[src/rtl/imcc_pkg.sv]
package imcc_pkg;

  // ----------------------------------------------------------------
  // Register offsets on the byte-wide register port
  // ----------------------------------------------------------------
  localparam logic [7:0] ADDR_ROUTE = 8'h60;
  localparam logic [7:0] ADDR_RUN = 8'h61;
  localparam logic [7:0] ADDR_SETUP = 8'h62;
  localparam logic [7:0] ADDR_PARK = 8'h64;
  localparam logic [7:0] ADDR_AVG = 8'h68;
  localparam logic [7:0] ADDR_STATUS = 8'h6A;

  // ----------------------------------------------------------------
  // Reset values
  // ----------------------------------------------------------------
  localparam logic [7:0] RST_ROUTE = 8'h01;
  localparam logic [7:0] RST_RUN = 8'h01;
  localparam logic [7:0] RST_SETUP = 8'h01;
  localparam logic [7:0] RST_PARK = 8'h02;
  localparam logic [7:0] RST_AVG = 8'h61;
  localparam logic [7:0] RD_UNMAPPED = 8'h00;

  // ----------------------------------------------------------------
  // Field positions
  // ----------------------------------------------------------------
  localparam int ROUTE_SWAP_BIT = 4;
  localparam int ROUTE_LONE_LSB = 0;
  localparam int RUN_BIT = 0;
  localparam int SETUP_BACK_OFS_BIT = 3;
  localparam int SETUP_FORE_OFS_BIT = 2;
  localparam int SETUP_BACK_BIT = 1;
  localparam int SETUP_FORE_BIT = 0;
  localparam int PARK_LSB = 0;
  localparam int AVG_OFS_LSB = 4;
  localparam int AVG_LIN_LSB = 0;
  localparam int STATUS_DONE_BIT = 0;

  // ----------------------------------------------------------------
  // Field encodings
  // ----------------------------------------------------------------
  localparam logic [1:0] LONE_RSVD = 2'h0;
  localparam logic [1:0] LONE_A = 2'h1;
  localparam logic [1:0] LONE_B = 2'h2;
  localparam logic [1:0] LONE_PAIR = 2'h3;
  localparam logic [1:0] SRC_NONE = 2'h0;
  localparam logic [1:0] SRC_A = 2'h1;
  localparam logic [1:0] SRC_B = 2'h2;
  localparam logic [1:0] PARK_RSVD = 2'h3;

  // ----------------------------------------------------------------
  // Timing: foreground pass length
  // ----------------------------------------------------------------
  localparam int CLK_PERIOD_PS = 4000;
  localparam int FORE_TIME_NS = 1000;
  localparam int FORE_CYCLES =
    (FORE_TIME_NS * 1000 + CLK_PERIOD_PS - 1) / CLK_PERIOD_PS;
  localparam int FORE_CNT_W = 9;
  localparam logic [FORE_CNT_W-1:0] FORE_LAST =
    FORE_CNT_W'(FORE_CYCLES - 1);

  // ----------------------------------------------------------------
  // Types
  // ----------------------------------------------------------------
  typedef struct packed {
    logic [1:0] chan_a;
    logic [1:0] chan_b;
  } imcc_route_t;

  typedef struct packed {
    logic back_en;
    logic back_ofs_en;
    logic fore_run;
    logic fore_ofs_en;
    logic park_en;
    logic [1:0] park_core;
    logic [2:0] ofs_depth;
    logic [2:0] lin_depth;
  } imcc_trim_t;

  typedef enum logic [3:0] {
    SEQ_HOLD = 4'b0001,
    SEQ_CLEAR = 4'b0010,
    SEQ_FORE = 4'b0100,
    SEQ_DONE = 4'b1000
  } imcc_seq_t;

endpackage

[src/rtl/imcc_ctrl.sv]
// The strobed register port was left to the implementer.
`timescale 1ns/1ps
module imcc_ctrl
  import imcc_pkg::*;
(
  input wire logic clk,
  input wire logic rst_n,
  input wire logic [7:0] reg_addr,
  input wire logic [7:0] reg_wdata,
  input wire logic reg_wr,
  input wire logic reg_rd,
  output logic [7:0] reg_rdata,
  input wire logic link_format_single,
  output imcc_route_t chan_route,
  output imcc_trim_t trim_cfg,
  output logic cal_hold,
  output logic div_reset,
  output logic values_clear,
  output logic fore_busy,
  output logic foreground_trim_complete
);

  // ----------------------------------------------------------------
  // Helpers
  // ----------------------------------------------------------------
  function automatic logic hit(input logic [7:0] addr,
                               input logic [7:0] offset);
    hit = (addr == offset);
  endfunction

  logic [7:0] input_routing_control_reg;
  logic [7:0] calibration_run_control_reg;
  logic [7:0] calibration_setup_primary_reg;
  logic [7:0] calibration_core_park_reg;
  logic [7:0] calibration_averaging_reg;
  logic [7:0] reg_rdata_reg;
  imcc_route_t chan_route_reg;
  imcc_route_t route_next;
  imcc_trim_t trim_cfg_reg;
  imcc_trim_t trim_next;
  logic cal_hold_reg;
  logic div_reset_reg;
  logic values_clear_reg;
  logic fore_busy_reg;
  logic complete_reg;
  logic run_bit;
  logic seq_clear;
  logic seq_fore;
  logic seq_done;

  assign run_bit = calibration_run_control_reg[RUN_BIT];

  // ----------------------------------------------------------------
  // Register file
  // ----------------------------------------------------------------
  // Whole bytes are kept so reserved bits read back
  always_ff @(posedge clk or negedge rst_n) begin
    if (!rst_n) begin
      input_routing_control_reg <= RST_ROUTE;
      calibration_run_control_reg <= RST_RUN;
      calibration_setup_primary_reg <= RST_SETUP;
      calibration_core_park_reg <= RST_PARK;
      calibration_averaging_reg <= RST_AVG;
    end else if (reg_wr) begin
      if (hit(reg_addr, ADDR_ROUTE)) begin
        input_routing_control_reg <= reg_wdata;
      end
      if (hit(reg_addr, ADDR_RUN)) begin
        calibration_run_control_reg <= reg_wdata;
      end
      if (hit(reg_addr, ADDR_SETUP)) begin
        calibration_setup_primary_reg <= reg_wdata;
      end
      if (hit(reg_addr, ADDR_PARK)) begin
        calibration_core_park_reg <= reg_wdata;
      end
      if (hit(reg_addr, ADDR_AVG)) begin
        calibration_averaging_reg <= reg_wdata;
      end
    end
  end

  // Read port: data stands in the cycle after the strobe only
  always_ff @(posedge clk or negedge rst_n) begin
    if (!rst_n) begin
      reg_rdata_reg <= RD_UNMAPPED;
    end else if (reg_rd) begin
      unique case (reg_addr)
        ADDR_ROUTE: reg_rdata_reg <= input_routing_control_reg;
        ADDR_RUN: reg_rdata_reg <= calibration_run_control_reg;
        ADDR_SETUP: reg_rdata_reg <= calibration_setup_primary_reg;
        ADDR_PARK: reg_rdata_reg <= calibration_core_park_reg;
        ADDR_AVG: reg_rdata_reg <= calibration_averaging_reg;
        ADDR_STATUS: begin
          reg_rdata_reg <= RD_UNMAPPED;
          reg_rdata_reg[STATUS_DONE_BIT] <= complete_reg;
        end
        default: reg_rdata_reg <= RD_UNMAPPED;
      endcase
    end else begin
      reg_rdata_reg <= RD_UNMAPPED;
    end
  end

  // ----------------------------------------------------------------
  // Calibration sequencing
  // ----------------------------------------------------------------
  imcc_cal_seq u_seq (
    .clk(clk),
    .rst_n(rst_n),
    .run_en(run_bit),
    .fore_run(calibration_setup_primary_reg[SETUP_FORE_BIT]),
    .clear_pulse(seq_clear),
    .fore_busy(seq_fore),
    .done(seq_done)
  );

  // Hold and divider reset both follow the run bit; software must
  // drop the link first, this block does not police that
  always_ff @(posedge clk or negedge rst_n) begin
    if (!rst_n) begin
      cal_hold_reg <= 1'b0;
      div_reset_reg <= 1'b0;
    end else begin
      cal_hold_reg <= !run_bit;
      div_reset_reg <= !run_bit;
    end
  end

  // Sequencer state flags, registered for clean outputs
  always_ff @(posedge clk or negedge rst_n) begin
    if (!rst_n) begin
      values_clear_reg <= 1'b0;
      fore_busy_reg <= 1'b0;
      complete_reg <= 1'b0;
    end else begin
      values_clear_reg <= seq_clear;
      fore_busy_reg <= seq_fore;
      complete_reg <= seq_done;
    end
  end

  // ----------------------------------------------------------------
  // Routing, taken only when a calibration starts
  // ----------------------------------------------------------------
  imcc_route u_route (
    .ctrl(input_routing_control_reg),
    .single_mode(link_format_single),
    .route(route_next)
  );

  // Latching at the clear step keeps the analog path and the trim
  // values consistent; a bare register write does nothing
  always_ff @(posedge clk or negedge rst_n) begin
    if (!rst_n) begin
      chan_route_reg <= '{chan_a: SRC_A, chan_b: SRC_B};
    end else if (seq_clear) begin
      chan_route_reg <= route_next;
    end
  end

  // ----------------------------------------------------------------
  // Trim setup, also taken at the clear step
  // ----------------------------------------------------------------
  // Dependent enables are gated so the trim engine never sees an
  // offset pass without its parent pass
  always_comb begin
    trim_next.back_en = calibration_setup_primary_reg[SETUP_BACK_BIT];
    trim_next.back_ofs_en =
      calibration_setup_primary_reg[SETUP_BACK_OFS_BIT] &&
      calibration_setup_primary_reg[SETUP_BACK_BIT];
    trim_next.fore_run = calibration_setup_primary_reg[SETUP_FORE_BIT];
    trim_next.fore_ofs_en =
      calibration_setup_primary_reg[SETUP_FORE_OFS_BIT] &&
      calibration_setup_primary_reg[SETUP_FORE_BIT];
    trim_next.park_core = calibration_core_park_reg[PARK_LSB +: 2];
    // Parking only without background trim, reserved code parks none
    trim_next.park_en =
      !calibration_setup_primary_reg[SETUP_BACK_BIT] &&
      (calibration_core_park_reg[PARK_LSB +: 2] != PARK_RSVD);
    trim_next.ofs_depth = calibration_averaging_reg[AVG_OFS_LSB +: 3];
    trim_next.lin_depth = calibration_averaging_reg[AVG_LIN_LSB +: 3];
  end

  // Settings change only through a hold and rerun
  always_ff @(posedge clk or negedge rst_n) begin
    if (!rst_n) begin
      trim_cfg_reg <= '0;
    end else if (seq_clear) begin
      trim_cfg_reg <= trim_next;
    end
  end

  assign reg_rdata = reg_rdata_reg;
  assign chan_route = chan_route_reg;
  assign trim_cfg = trim_cfg_reg;
  assign cal_hold = cal_hold_reg;
  assign div_reset = div_reset_reg;
  assign values_clear = values_clear_reg;
  assign fore_busy = fore_busy_reg;
  assign foreground_trim_complete = complete_reg;

  // ----------------------------------------------------------------
  // Assertions
  // ----------------------------------------------------------------
  localparam int DONE_LAT = FORE_CYCLES + 2;
endmodule

[src/rtl/imcc_route.sv]
`timescale 1ns/1ps
module imcc_route
  import imcc_pkg::*;
(
  input wire logic [7:0] ctrl,
  input wire logic single_mode,
  output imcc_route_t route
);

  // ----------------------------------------------------------------
  // Routing decode; only swap bit and lone field matter
  // ----------------------------------------------------------------
  // Reserved bits arrive with the byte but are never decoded
  always_comb begin
    route = '{chan_a: SRC_A, chan_b: SRC_B};
    if (single_mode) begin
      // Swap bit is ignored in single-channel formats
      unique case (ctrl[ROUTE_LONE_LSB +: 2])
        LONE_A: route = '{chan_a: SRC_A, chan_b: SRC_A};
        LONE_B: route = '{chan_a: SRC_B, chan_b: SRC_B};
        LONE_PAIR: route = '{chan_a: SRC_A, chan_b: SRC_B};
        LONE_RSVD: route = '{chan_a: SRC_NONE, chan_b: SRC_NONE};
      endcase
    end else if (ctrl[ROUTE_SWAP_BIT]) begin
      // Lone field has no say here
      route = '{chan_a: SRC_B, chan_b: SRC_A};
    end
  end

endmodule

[src/rtl/imcc_cal_seq.sv]
`timescale 1ns/1ps
module imcc_cal_seq
  import imcc_pkg::*;
(
  input wire logic clk,
  input wire logic rst_n,
  input wire logic run_en,
  input wire logic fore_run,
  output logic clear_pulse,
  output logic fore_busy,
  output logic done
);

  imcc_seq_t state_reg;
  imcc_seq_t state_next;
  logic [FORE_CNT_W-1:0] cnt_reg;

  // ----------------------------------------------------------------
  // Sequencer: hold, clear values, optional foreground pass, done
  // ----------------------------------------------------------------
  // Run enable low forces hold from any state
  always_comb begin
    state_next = state_reg;
    unique case (state_reg)
      SEQ_HOLD: begin
        if (run_en) begin
          state_next = SEQ_CLEAR;
        end
      end
      SEQ_CLEAR: begin
        // Values are cleared either way, the pass may be skipped
        state_next = fore_run ? SEQ_FORE : SEQ_DONE;
      end
      SEQ_FORE: begin
        if (cnt_reg == FORE_LAST) begin
          state_next = SEQ_DONE;
        end
      end
      SEQ_DONE: state_next = SEQ_DONE;
      default: state_next = SEQ_HOLD;
    endcase
    if (!run_en) begin
      state_next = SEQ_HOLD;
    end
  end

  // State register
  always_ff @(posedge clk or negedge rst_n) begin
    if (!rst_n) begin
      state_reg <= SEQ_HOLD;
    end else begin
      state_reg <= state_next;
    end
  end

  // Pass length counter, idle at zero outside the pass
  always_ff @(posedge clk or negedge rst_n) begin
    if (!rst_n) begin
      cnt_reg <= '0;
    end else if (state_reg == SEQ_FORE) begin
      cnt_reg <= cnt_reg + FORE_CNT_W'(1);
    end else begin
      cnt_reg <= '0;
    end
  end

  assign clear_pulse = (state_reg == SEQ_CLEAR);
  assign fore_busy = (state_reg == SEQ_FORE);
  assign done = (state_reg == SEQ_DONE);

endmodule

[config.mk]
export PLATFORM = sky130hd
export DESIGN_NAME = imcc_ctrl
export DESIGN_NICKNAME = d
export VERILOG_FILES = /design/src/rtl/imcc_pkg.sv /design/src/rtl/imcc_ctrl.sv /design/src/rtl/imcc_route.sv /design/src/rtl/imcc_cal_seq.sv
export SDC_FILE = /design/constraint.sdc
export NUM_CORES = 1
export LEC_CHECK = 0
export BUFFER_PORTS_ARGS = -buffer_cell sky130_fd_sc_hd__buf_2
export CAP_MARGIN = 10
export CORE_MARGIN = 2
export CORE_UTILIZATION = 37
export CTS_CLUSTER_DIAMETER = 40
export CTS_CLUSTER_SIZE = 25
export DETAILED_ROUTE_END_ITERATION = 8
export GPL_ROUTABILITY_DRIVEN = 0
export SLEW_MARGIN = 10
export SYNTH_ARGS = -nofsm -noshare
export SYNTH_HDL_FRONTEND = slang
export SYNTH_SLANG_ARGS = --single-unit
[constraint.sdc]
create_clock -name clk -period 2.25 [get_ports clk]
set_clock_uncertainty 0.2 [all_clocks]
set_input_delay 0.45 -clock clk [delete_from_list [all_inputs] [get_ports clk]]
set_output_delay 0.45 -clock clk [all_outputs]
set_load 0.01 [all_outputs]
==> results.rst, run 1 <==
.. list-table::
   :header-rows: 1

   * - Metric
     - Value
   * - Post-layout min period
     - 1910 ps
   * - Final cell count without fillers
     - approximately 510
   * - Highest-delay cell along the critical path
     - sky130_fd_sc_hd__or3b_1
   * - Worst Tran Pin Value
     - ~420 ps
   * - Share of the yosys chip area belonging to registers
     - a little under three fifths
   * - Internal power contribution
     - approximately 2100 uW
   * - Headroom to the max-slew limit
     - between 70% and 80%
   * - Clock network latency to the later pin of the worst-skew pair
     - between 300 and 400 ps
   * - RR Startpoint
     - u_seq.state_reg[3]
   * - Final period utilization
     - a little over four fifths
   * - Cts bufs inserted
     - 9
   * - Maximum buffer depth of the clock tree
     - 2
   * - Post-detailed-route DRC marker count
     - 0
   * - First-pass detailed-route iteration total
     - 5
   * - Critical Path End Type
     - register
   * - End point of the worst hold path
     - calibration_run_control_reg[5]
   * - Number of top-level pins
     - about 50
   * - Placed cells
     - a little under 500
   * - Worst reg2reg endpoint
     - chan_route[1]
   * - Drt first-iter violations
     - between 150 and 200
   * - Final slew viol count
     - 0
   * - Switching fraction of total power
     - around 23%
   * - Startpoint of the tightest hold check path
     - reg_wdata[5]
   * - Crit path kind
     - reg2reg
   * - Async S/R FF share, synth
     - 100%
   * - Seq cells post-synth
     - a little over 80
   * - Post-synthesis cell type with the largest combined area
     - sky130_fd_sc_hd__dfrtp_1
   * - RSZ-0062 raised after global routing
     - no
   * - Post-synth net total
     - ~330
   * - Via/cell ratio
     - 4.93
   * - Die span in y
     - around 100 um
   * - Max capacitance violation total
     - 0
   * - Number of endpoints failing setup at the final stage
     - 0
   * - Die X-Extent
     - 103 um
   * - Peak ir drop on the vdd network
     - between 0.2 and 0.3 mV
   * - Netlist cell types
     - between 50 and 60
   * - Post-synth top flop
     - sky130_fd_sc_hd__dfrtp_1
   * - Number of enable-type register cells in the synthesized netlist
     - 0
   * - Most used standard cell by instance count after synthesis
     - sky130_fd_sc_hd__dfrtp_1
   * - Result of the run
     - finished, final reports clean
   * - Depth of the worst register-to-register path
     - 4
   * - Proportion of power drawn by flip-flops and latches
     - 55.7%
   * - Arrival time of the worst setup path
     - between 1500 and 2000 ps
   * - Clock tree from TritonCTS
     - done
   * - Cell Rows
     - 36
   * - Wire length of the first global-routing pass
     - between 10000 and 15000 um
   * - Clock Power Share
     - a little under two fifths
   * - Synth-to-layout area growth
     - 18.2%
   * - Port-buffer cells
     - 50
   * - Clock-pin slew of the registers on the worst-case setup and hold paths
     - roughly 80 ps
   * - Gates resized, CTS repair
     - 0
   * - Power density cells
     - 654 nW/um^2
   * - HPWL reported at the end of detailed placement
     - between 5000 and 6000 um
   * - Worst stage delay on the critical path
     - slightly above 400 ps
   * - Clock root buffer
     - sky130_fd_sc_hd__clkbuf_8
   * - Flip-flop count of the largest register after layout
     - 13
   * - Area share of the largest cell type after synthesis
     - 49.8%
   * - Startpoint type of the worst setup path
     - register
   * - Reg-to-reg slack, setup
     - around 340 ps
   * - Area of the core region
     - 9640 um^2
   * - Total negative slack
     - 0 ps
   * - Number of cells traversed by the worst hold path
     - 2
   * - Warnings, synthesis
     - 0
   * - Sinks on Clock Net
     - just over 80
   * - Hold violation count in the final report
     - 0
   * - Count of filler cells inserted in the layout
     - 910
   * - Launch point of the worst path
     - u_seq.state_reg[3]
   * - Power dissipated by switching net loads
     - between 600 and 700 uW
   * - Peak fanout along the critical path
     - 17
   * - Comb power frac
     - between 6 and 7%
   * - GRT Util Overall
     - between 10% and 20%
   * - Routed length per placed instance
     - approximately 15 um
   * - Antenna violations before repair
     - 0
   * - Proportion of layout cells with a drive suffix above 1
     - 32.0%
   * - HP Class
     - in2reg
   * - Leakage Power
     - 0.00212 uW
   * - Antenna violation net count after detailed routing
     - 0
   * - Synth top area cells
     - sky130_fd_sc_hd__dfrtp_1 (50%), sky130_fd_sc_hd__mux2_1 (7.5%), sky130_fd_sc_hd__mux2_2 (7.5%)
   * - Number of nets in the finished design
     - 390
   * - Number of instances in the synthesized netlist
     - between 300 and 400
   * - Vias in the first global route
     - 2430
   * - Required time of the critical path
     - ~2300 ps
   * - Top post-synthesis cells by count
     - sky130_fd_sc_hd__dfrtp_1 (72), sky130_fd_sc_hd__nand2_1 (45), sky130_fd_sc_hd__mux2_1 (24), sky130_fd_sc_hd__mux2_2 (24), sky130_fd_sc_hd__nor2_1 (15)
   * - Ordered list of cells on the worst path
     - or3b_1, or2_1, buf_4, o31ai_1
   * - Drt total wl
     - 7750 um
   * - Mean instance size in the synthesized netlist
     - 11.8 um^2
   * - Die footprint
     - ~11000 um^2
   * - Maximum clock rate
     - 0.523 GHz
   * - Routed via count
     - approximately 2500
   * - H-tree depth
     - 3
   * - Synth Cell Area
     - about 3600 um^2
   * - Maximum number of pins on one net before global-route repair
     - 47
   * - Number of inserted diodes
     - 0
   * - Global-route congestion overflow total
     - 0
   * - Effective utilization at floorplan
     - 37.5%
## critical path, delay by kind of cell (launching register included)
| family | cells | cell delay (ps) |
|---|---|---|
| buffers and inverters | 1 | 230 |
| AO/OA/AOI/OAI | 1 | 250 |
| AND/OR/NAND/NOR | 2 | 730 |
| flip-flops | 1 | 400 |
## worst max-delay path by stage
stage | endpoint | slack [ps] | cells after the start
final | chan_route[1] | 340 | 4
after global routing | chan_route[1] | 200 | 4
after CTS | chan_route[1] | 330 | 4
after detailed placement | input_routing_control_reg[6] | 210 | 5
after global placement | calibration_run_control_reg[7] | 240 | 5
after floorplan | input_routing_control_reg[1] | 360 | 6
## cells in the final DEF (no fill, tap or decap), types with 3 or more instances in the layout
cell	n
sky130_fd_sc_hd__dfrtp_1	72
sky130_fd_sc_hd__buf_2	49
sky130_fd_sc_hd__nand2_1	45
sky130_fd_sc_hd__mux2_2	24
sky130_fd_sc_hd__mux2_1	24
sky130_fd_sc_hd__nor2_1	15
sky130_fd_sc_hd__a21oi_1	12
sky130_fd_sc_hd__buf_4	12
sky130_fd_sc_hd__nor2b_1	10
sky130_fd_sc_hd__dfstp_2	10
sky130_fd_sc_hd__clkbuf_8	10
sky130_fd_sc_hd__o21ai_0	9
sky130_fd_sc_hd__nand3_1	6
sky130_fd_sc_hd__inv_1	5
sky130_fd_sc_hd__or3_1	4
sky130_fd_sc_hd__a22oi_1	4
sky130_fd_sc_hd__xnor2_1	3
sky130_fd_sc_hd__a22o_1	3
sky130_fd_sc_hd__a222oi_1	3
## through the flow
stage          util, %  cell area [um^2]  setup slack (ps)  hold WS [ps]  total power [uW]
2_1_floorplan        -              3620               362         -45.6              1660
3_3_place_gp      42.2              4070               235           145              1760
3_5_place_dp      42.2              4070               206           146              1770
4_1_cts           44.3              4270               329           167              2830
5_1_grt           44.3              4270               196           177              2920
6_report          44.3              4270               338           172              2800
## per-layer routing
layer	share of wire (%)	global-route usage, %
met5	0	0
met4	0.90	5.16
met3	4.5	3.73
met2	47	25.6
met1	47	21.8
## what timing repair did
| item | CTS | global route |
|---|---|---|
| hold buffers | 1 | 0 |
| endpoints found under the hold margin | 16 | 0 |
| buffers inserted | 0 | 0 |
## logic make-up after synthesis
group | after synthesis | synth area share [%]
AO/OA/AOI/OAI | 45 | 8.27
XOR/XNOR | 4 | 0.969
adder cells (fa/ha/maj) | 2 | 0.692
buffers and inverters | 20 | 2.70
flip-flops | 82 | 57.1
multiplexers | 49 | 15.2
AND/OR/NAND/NOR | 104 | 15.1
## power groups by stage
stage	sequential, uW	combinational, uW	clock [uW]
global placement	1580	181	0
global route	1560	206	1150
CTS	1560	187	1080
detailed placement	1580	185	0
finish	1560	183	1060
floorplan	1580	88.4	0
## cell type report
cell class | instances | area, um^2 | share of cell area [%]
sequential | 82 | 2060 | 48.3
multi-input combinational | 204 | 1450 | 34.0
timing repair buffer | 63 | 365 | 8.55
tap | 133 | 166 | 3.89
clock buffer | 12 | 145 | 3.40
clock inverter | 4 | 51.3 | 1.20
inverter | 7 | 26.3 | 0.615
Note: power is estimated with default switching activity, not from simulation.
==> inputs of run 2 (changes only) <==
==> constraint.sdc (replaced) <==
create_clock -name clk -period 1.9 [get_ports clk]
set_clock_uncertainty 0.2 [all_clocks]
set_input_delay 0.38 -clock clk [delete_from_list [all_inputs] [get_ports clk]]
set_output_delay 0.38 -clock clk [all_outputs]
set_load 0.01 [all_outputs]
==> results.rst, run 2 (synthesis results as in run 1) <==
.. list-table::
   :header-rows: 1

   * - Metric
     - Value
   * - Result of the run
     - finished, final reports clean (unchanged)
   * - Routed via count
     - 2545 (was 2491)
   * - Routed length per placed instance
     - 15.3 um (was 15.4 um)
   * - Count of filler cells inserted in the layout
     - 908 (was 910)
   * - Die span in y
     - 103 um (unchanged)
   * - RR Startpoint
     - u_seq.state_reg[3] (unchanged)
   * - Clock tree from TritonCTS
     - done (unchanged)
   * - PnR Total Power
     - 3510 uW (was 2800 uW)
   * - Ordered list of cells on the worst path
     - or3b_1, or2_4, buf_12, o31ai_1 (was or3b_1, or2_1, buf_4, o31ai_1)
   * - Die X-Extent
     - 103 um (unchanged)
   * - Crit path kind
     - reg2reg (unchanged)
   * - Clock root buffer
     - sky130_fd_sc_hd__clkbuf_8 (unchanged)
   * - Cell depth of the worst setup path
     - 4 (unchanged)
   * - Global-route congestion overflow total
     - 0 (unchanged)
   * - Maximum buffer depth of the clock tree
     - 2 (unchanged)
   * - HPWL reported at the end of detailed placement
     - 5860 um (was 5730 um)
   * - Worst Tran Pin Value
     - 640 ps (was 419 ps)
   * - Post-layout min period
     - 1760 ps (was 1910 ps)
   * - Final period utilization
     - 92.7% (was 85.0%)
   * - Clock network latency to the later pin of the worst-skew pair
     - 350 ps (about the same)
   * - Routed length on met3
     - 321 um (was 352 um)
   * - Area of the core region
     - 9640 um^2 (unchanged)
   * - Vias in the first global route
     - 2499 (was 2430)
   * - Detailed route wirelength on metal2
     - 3720 um (was 3670 um)
   * - Flip-flop count of the largest register after layout
     - 13 (unchanged)
   * - Depth of the worst register-to-register path
     - 4 (unchanged)
   * - Headroom to the max-slew limit
     - 57.0% (was 71.7%)
   * - Max capacitance violation total
     - 0 (unchanged)
   * - Commonest cells after routing, fill and taps aside
     - sky130_fd_sc_hd__dfrtp_1 (72), sky130_fd_sc_hd__buf_2 (49), sky130_fd_sc_hd__nand2_1 (45) (unchanged)
   * - Hold violation count in the final report
     - 0 (unchanged)
   * - Startpoint of the tightest hold check path
     - reg_wdata[2] (was reg_wdata[5])
   * - Startpoint type of the worst setup path
     - register (unchanged)
   * - Worst stage delay on the critical path
     - 410 ps (about the same)
   * - Drt total wl
     - 7900 um (was 7750 um)
   * - Antenna violations before repair
     - 0 (unchanged)
   * - Peak fanout along the critical path
     - 13 (was 17)
   * - RSZ-0062 raised after global routing
     - no (unchanged)
   * - GRT Util Overall
     - 16.1% (was 16.0%)
   * - Number of nets in the finished design
     - 403 (was 390)
   * - Worst hold slack after final layout
     - 96.8 ps (was 172 ps)
   * - Proportion of layout cells with a drive suffix above 1
     - 34.9% (was 32.0%)
   * - Post-CTS repair timing setup buffer count
     - 0 (unchanged)
   * - End point of the worst hold path
     - input_routing_control_reg[2] (was calibration_run_control_reg[5])
   * - H-tree depth
     - 3 (unchanged)
   * - Highest-delay cell along the critical path
     - sky130_fd_sc_hd__or3b_1 (unchanged)
   * - Via/cell ratio
     - 4.92 (was 4.93)
   * - Combined buffer and inverter count along the critical path
     - 1 (unchanged)
   * - Critical Path End Type
     - register (unchanged)
   * - Power density cells
     - 788 nW/um^2 (was 654 nW/um^2)
   * - HP Class
     - in2reg (unchanged)
   * - Number of endpoints failing setup at the final stage
     - 0 (unchanged)
   * - Port-buffer cells
     - 50 (unchanged)
   * - Top metal layer carrying routed signals
     - met4 (unchanged)
   * - First-pass detailed-route iteration total
     - 5 (unchanged)
   * - Drt first-iter violations
     - 83 (was 180)
   * - Arrival time of the worst setup path
     - 1830 ps (was 1970 ps)
   * - Worst reg2reg endpoint
     - chan_route[1] (unchanged)
   * - Clock-pin slew of the registers on the worst-case setup and hold paths
     - 80 ps (about the same)
   * - Number of cells traversed by the worst hold path
     - 2 (unchanged)
   * - Maximum clock rate
     - 0.568 GHz (was 0.523 GHz)
   * - Wire length of the first global-routing pass
     - 12700 um (about the same)
   * - Peak ir drop on the vdd network
     - 0.473 mV (was 0.268 mV)
   * - Effective utilization at floorplan
     - 37.5% (unchanged)
   * - Largest delay contributor family on the critical path
     - simple AND/OR/NAND/NOR gates (unchanged)
   * - Required time of the critical path
     - 1970 ps (was 2310 ps)
   * - Fraction of the core area covered by cells at the end of the flow
     - 46.2% (was 44.3%)
   * - Maximum number of pins on one net before global-route repair
     - 30 (was 47)
   * - Antenna violation net count after detailed routing
     - 0 (unchanged)
   * - Number of top-level pins
     - 51 (unchanged)
   * - Synth-to-layout area growth
     - 23.1% (was 18.2%)
   * - Cell Rows
     - 36 (unchanged)
   * - Cts bufs inserted
     - 9 (unchanged)
   * - Number of inserted diodes
     - 0 (unchanged)
   * - Most common library cell in the layout ignoring fill and taps
     - sky130_fd_sc_hd__dfrtp_1 (unchanged)
   * - Leakage Power
     - 0.00222 uW (was 0.00212 uW)
   * - Sinks on Clock Net
     - 82 (unchanged)
   * - DRT met1 WL
     - 3670 um (was 3660 um)
   * - Post-detailed-route DRC marker count
     - 0 (unchanged)
   * - Final slew viol count
     - 0 (unchanged)
   * - Reg-to-reg slack, setup
     - 140 ps (was 340 ps)
   * - Die footprint
     - 10600 um^2 (unchanged)
[run 2: cell count changes in the layout (fill, tap and decap cells not counted)]
cell                         change
sky130_fd_sc_hd__clkinv_4        -1
sky130_fd_sc_hd__buf_12          +4
sky130_fd_sc_hd__or2_4           +1
sky130_fd_sc_hd__clkbuf_8        +1
sky130_fd_sc_hd__clkinvlp_4      +1
sky130_fd_sc_hd__clkbuf_1        -2
sky130_fd_sc_hd__clkinv_2        -1
sky130_fd_sc_hd__buf_4           +9
sky130_fd_sc_hd__or2_1           -1
sky130_fd_sc_hd__bufinv_16       +1
[run 2: final cells by class]
type | count | area, um^2 | area share (%)
clock buffer | 11 | 151 | 3.40
clock inverter | 4 | 75.1 | 1.69
inverter | 7 | 26.3 | 0.590
multi-input combinational | 204 | 1460 | 32.7
sequential | 82 | 2060 | 46.4
tap | 133 | 166 | 3.74
timing repair buffer | 76 | 513 | 11.5
[run 2: through the flow]
step	setup WS (ps)	TNS [ps]	area, um^2	cells
6_report	139	0	4450	517
2_1_floorplan	81.8	0	3620	306
5_1_grt	12.7	0	4450	517
3_5_place_dp	-75.4	-1100	4210	501
4_1_cts	18.4	0	4450	517
3_3_place_gp	-3.01	-11.3	4210	501
[run 2: worst max path at each step]
stage / start / to
2_1_floorplan: reg_addr[7] / input_routing_control_reg[1]
3_3_place_gp: reg_addr[7] / input_routing_control_reg[4]
3_5_place_dp: reg_addr[7] / input_routing_control_reg[5]
4_1_cts: u_seq.state_reg[3] / chan_route[1]
5_1_grt: u_seq.state_reg[3] / chan_route[1]
6_report: u_seq.state_reg[3] / chan_route[1]
[run 2: layer usage]
| metal | track usage [%] | up-vias |
|---|---|---|
| li1 | - | 1216 |
| met1 | 21.4 | 1258 |
| met2 | 25.6 | 58 |
| met3 | 2.64 | 13 |
| met4 | 7.69 | 0 |
| met5 | 0 | - |
[run 2: power by group]
group | switching, uW | internal [uW] | leakage, uW
logic | 127 | 107 | 0.00102
registers | 37.9 | 1800 | 0.00109
clock network | 629 | 805 | 0.000108
[run 2: what timing repair did]
item                       4_1_cts  5_1_grt
hold buffers                     1        0
hold endpoints to repair        24        0
gates resized for setup          0        1
setup endpoints to repair        0        9
[run 2: worst reg2reg max path, cell delays in order, from the launching register on]
cell and delay (ps):
sky130_fd_sc_hd__dfrtp_1 380, sky130_fd_sc_hd__or3b_1 410, sky130_fd_sc_hd__or2_4 300, sky130_fd_sc_hd__buf_12 160, sky130_fd_sc_hd__o31ai_1 230
==> inputs of run 3 (changes only) <==
==> constraint.sdc (replaced) <==
create_clock -name clk -period 1.7 [get_ports clk]
set_clock_uncertainty 0.2 [all_clocks]
set_input_delay 0.34 -clock clk [delete_from_list [all_inputs] [get_ports clk]]
set_output_delay 0.34 -clock clk [all_outputs]
set_load 0.01 [all_outputs]
==> results.rst, run 3 (synthesis results as in run 1) <==
.. list-table::
   :header-rows: 1

   * - Metric
     - Value
   * - Worst Tran Pin Value
     - 697 ps (was 640 ps)
   * - Antenna violations before repair
     - 0 (unchanged)
   * - Proportion of power drawn by flip-flops and latches
     - 53.0% (was 52.5%)
   * - Commonest cells after routing, fill and taps aside
     - sky130_fd_sc_hd__dfrtp_1 (72), sky130_fd_sc_hd__buf_2 (49), sky130_fd_sc_hd__nand2_1 (37) (was sky130_fd_sc_hd__dfrtp_1 (72), sky130_fd_sc_hd__buf_2 (49), sky130_fd_sc_hd__nand2_1 (45))
   * - Reg-to-reg slack, setup
     - -10 ps (was 140 ps)
   * - Sinks on Clock Net
     - 82 (unchanged)
   * - RR Startpoint
     - u_seq.state_reg[2] (was u_seq.state_reg[3])
   * - Routed length per placed instance
     - 15.1 um (was 15.3 um)
   * - Peak fanout along the critical path
     - 15 (was 13)
   * - Peak ir drop on the vdd network
     - 0.357 mV (was 0.473 mV)
   * - Cell Rows
     - 36 (unchanged)
   * - Internal power contribution
     - 3020 uW (was 2720 uW)
   * - Max capacitance violation total
     - 0 (unchanged)
   * - Vias in the first global route
     - 2439 (was 2499)
   * - Maximum buffer depth of the clock tree
     - 2 (unchanged)
   * - Clock network latency to the later pin of the worst-skew pair
     - 350 ps (about the same)
   * - Clock-pin slew of the registers on the worst-case setup and hold paths
     - 80 ps (about the same)
   * - Hold violation count in the final report
     - 0 (unchanged)
   * - Proportion of layout cells with a drive suffix above 1
     - 38.6% (was 34.9%)
   * - Clock root buffer
     - sky130_fd_sc_hd__clkbuf_8 (unchanged)
   * - RSZ-0062 raised after global routing
     - yes (was no)
   * - Die footprint
     - 10600 um^2 (unchanged)
   * - CP endpoint
     - trim_cfg[8] (was chan_route[1])
   * - Number of nets in the finished design
     - 409 (was 403)
   * - Port-buffer cells
     - 50 (unchanged)
   * - Flip-flop count of the largest register after layout
     - 13 (unchanged)
   * - Cts bufs inserted
     - 9 (unchanged)
   * - Clock Power Share
     - 39.9% (was 40.8%)
   * - Critical Path End Type
     - register (unchanged)
   * - Power dissipated by switching net loads
     - 869 uW (was 794 uW)
   * - Final slew viol count
     - 0 (unchanged)
   * - Number of top-level pins
     - 51 (unchanged)
   * - Worst hold slack after final layout
     - 63.2 ps (was 96.8 ps)
   * - Number of inserted diodes
     - 0 (unchanged)
   * - Post-detailed-route DRC marker count
     - 0 (unchanged)
   * - Arrival time of the worst setup path
     - 1760 ps (was 1830 ps)
   * - GRT Util Overall
     - 15.7% (was 16.1%)
   * - Via/cell ratio
     - 4.88 (was 4.92)
   * - Post-layout min period
     - 1710 ps (was 1760 ps)
   * - HPWL reported at the end of detailed placement
     - 5810 um (was 5860 um)
   * - Final period utilization
     - 101% (was 92.7%)
   * - Area of the core region
     - 9640 um^2 (unchanged)
   * - HP Class
     - in2reg (unchanged)
   * - Global-route congestion overflow total
     - 0 (unchanged)
   * - Leakage Power
     - 0.00230 uW (was 0.00222 uW)
   * - Effective utilization at floorplan
     - 37.5% (unchanged)
   * - H-tree depth
     - 3 (unchanged)
   * - Headroom to the max-slew limit
     - 53.2% (was 57.0%)
   * - Wire length of the first global-routing pass
     - 12400 um (was 12700 um)
   * - Switching fraction of total power
     - 22.4% (was 22.6%)
   * - Most common library cell in the layout ignoring fill and taps
     - sky130_fd_sc_hd__dfrtp_1 (unchanged)
   * - Required time of the critical path
     - 1750 ps (was 1970 ps)
   * - Maximum number of pins on one net before global-route repair
     - 25 (was 30)
   * - Power density cells
     - 847 nW/um^2 (was 788 nW/um^2)
   * - Crit path kind
     - reg2reg (unchanged)
   * - Number of endpoints failing setup at the final stage
     - 3 (was 0)
   * - Routed via count
     - 2557 (was 2545)
   * - Maximum clock rate
     - 0.585 GHz (was 0.568 GHz)
   * - Comb power frac
     - 7.1% (was 6.7%)
   * - Launch point of the worst path
     - u_seq.state_reg[2] (was u_seq.state_reg[3])
   * - Startpoint type of the worst setup path
     - register (unchanged)
   * - Drt first-iter violations
     - 66 (was 83)
   * - Die X-Extent
     - 103 um (unchanged)
   * - Post-CTS repair timing setup buffer count
     - 0 (unchanged)
   * - Result of the run
     - finished, violations left (was finished, final reports clean)
   * - Worst-case setup margin in the final layout
     - -9.88 ps (was 139 ps)
   * - Worst reg2reg endpoint
     - trim_cfg[8] (was chan_route[1])
   * - Die span in y
     - 103 um (unchanged)
   * - Clock tree from TritonCTS
     - done (unchanged)
   * - Failing checks
     - negative setup slack
   * - First-pass detailed-route iteration total
     - 5 (unchanged)
   * - Fraction of the core area covered by cells at the end of the flow
     - 47.6% (was 46.2%)
   * - Antenna violation net count after detailed routing
     - 0 (unchanged)
   * - Drt total wl
     - 7940 um (was 7900 um)
   * - Depth of the worst register-to-register path
     - 4 (unchanged)
   * - Synth-to-layout area growth
     - 26.9% (was 23.1%)
-- run 3: cell types whose count changed in the layout (fill, tap and decap cells not counted), moves of 2 or more --
cell,delta
sky130_fd_sc_hd__nand2_2,+5
sky130_fd_sc_hd__buf_4,+3
sky130_fd_sc_hd__nand2_4,+3
sky130_fd_sc_hd__nand2_1,-8
sky130_fd_sc_hd__clkbuf_1,+2
-- run 3: stage by stage --
step | power (uW) | std cells | TNS [ps] | area, um^2 | setup slack, ps
2_1_floorplan | 2210 | 306 | -1200 | 3650 | -58.8
3_5_place_dp | 2370 | 506 | -5180 | 4270 | -184
4_1_cts | 3920 | 523 | 0 | 4510 | 8.37
5_1_grt | 4040 | 524 | -453 | 4590 | -45.0
6_report | 3890 | 524 | -21.1 | 4590 | -9.88
3_3_place_gp | 2370 | 506 | -4550 | 4270 | -146
-- run 3: per-layer routing --
layer | up-vias | global-route usage [%] | part of all wire (%)
met5 | - | 0 | 0
met4 | 0 | 6.07 | 1.4
met3 | 7 | 3.46 | 4.3
met2 | 52 | 24.8 | 47
met1 | 1261 | 21.2 | 47
li1 | 1237 | - | -
-- run 3: repair_timing --
| item | in CTS | in global routing |
|---|---|---|
| setup endpoints to repair | 16 | 17 |
| hold buffers | 1 | 0 |
| gates resized for setup | 3 | 15 |
| hold endpoints to repair | 53 | 0 |
| pin swaps | 1 | 7 |
| gates cloned | 0 | 1 |
-- run 3: final cells by class --
cell class              instances  area (um^2)
multi-input cells             204         1510
clock buffers                  12          145
well taps                     133          166
inverters                       7         31.3
fillers                       893         5050
flip-flops and latches         82         2060
clock inverters                 4         75.1
repair buffers                 82          596
-- run 3: power by group through the flow --
stage,registers (uW),clock network (uW),logic (uW)
after floorplan,2090,0,121
after global placement,2090,0,273
after detailed placement,2100,0,277
after CTS,2060,1580,281
after global routing,2070,1660,310
final,2060,1550,278
-- run 3: worst max-delay path, stage by stage (launching register included) --
cell	delay [ps]
sky130_fd_sc_hd__dfrtp_1	390
sky130_fd_sc_hd__or3b_4	400
sky130_fd_sc_hd__or2_4	310
sky130_fd_sc_hd__buf_8	160
sky130_fd_sc_hd__a21o_1	150
-- run 3: worst min-delay path by stage --
stage,slack (ps),from,endpoint,depth (start not counted)
2_1_floorplan,-160,rst_n,calibration_averaging_reg[1],0
3_3_place_gp,70,rst_n,calibration_averaging_reg[4],1
3_5_place_dp,70,rst_n,reg_rdata[0],1
5_1_grt,70,reg_wdata[7],input_routing_control_reg[7],2
6_report,60,reg_wdata[7],calibration_setup_primary_reg[7],2
4_1_cts,60,reg_wdata[7],calibration_setup_primary_reg[7],2
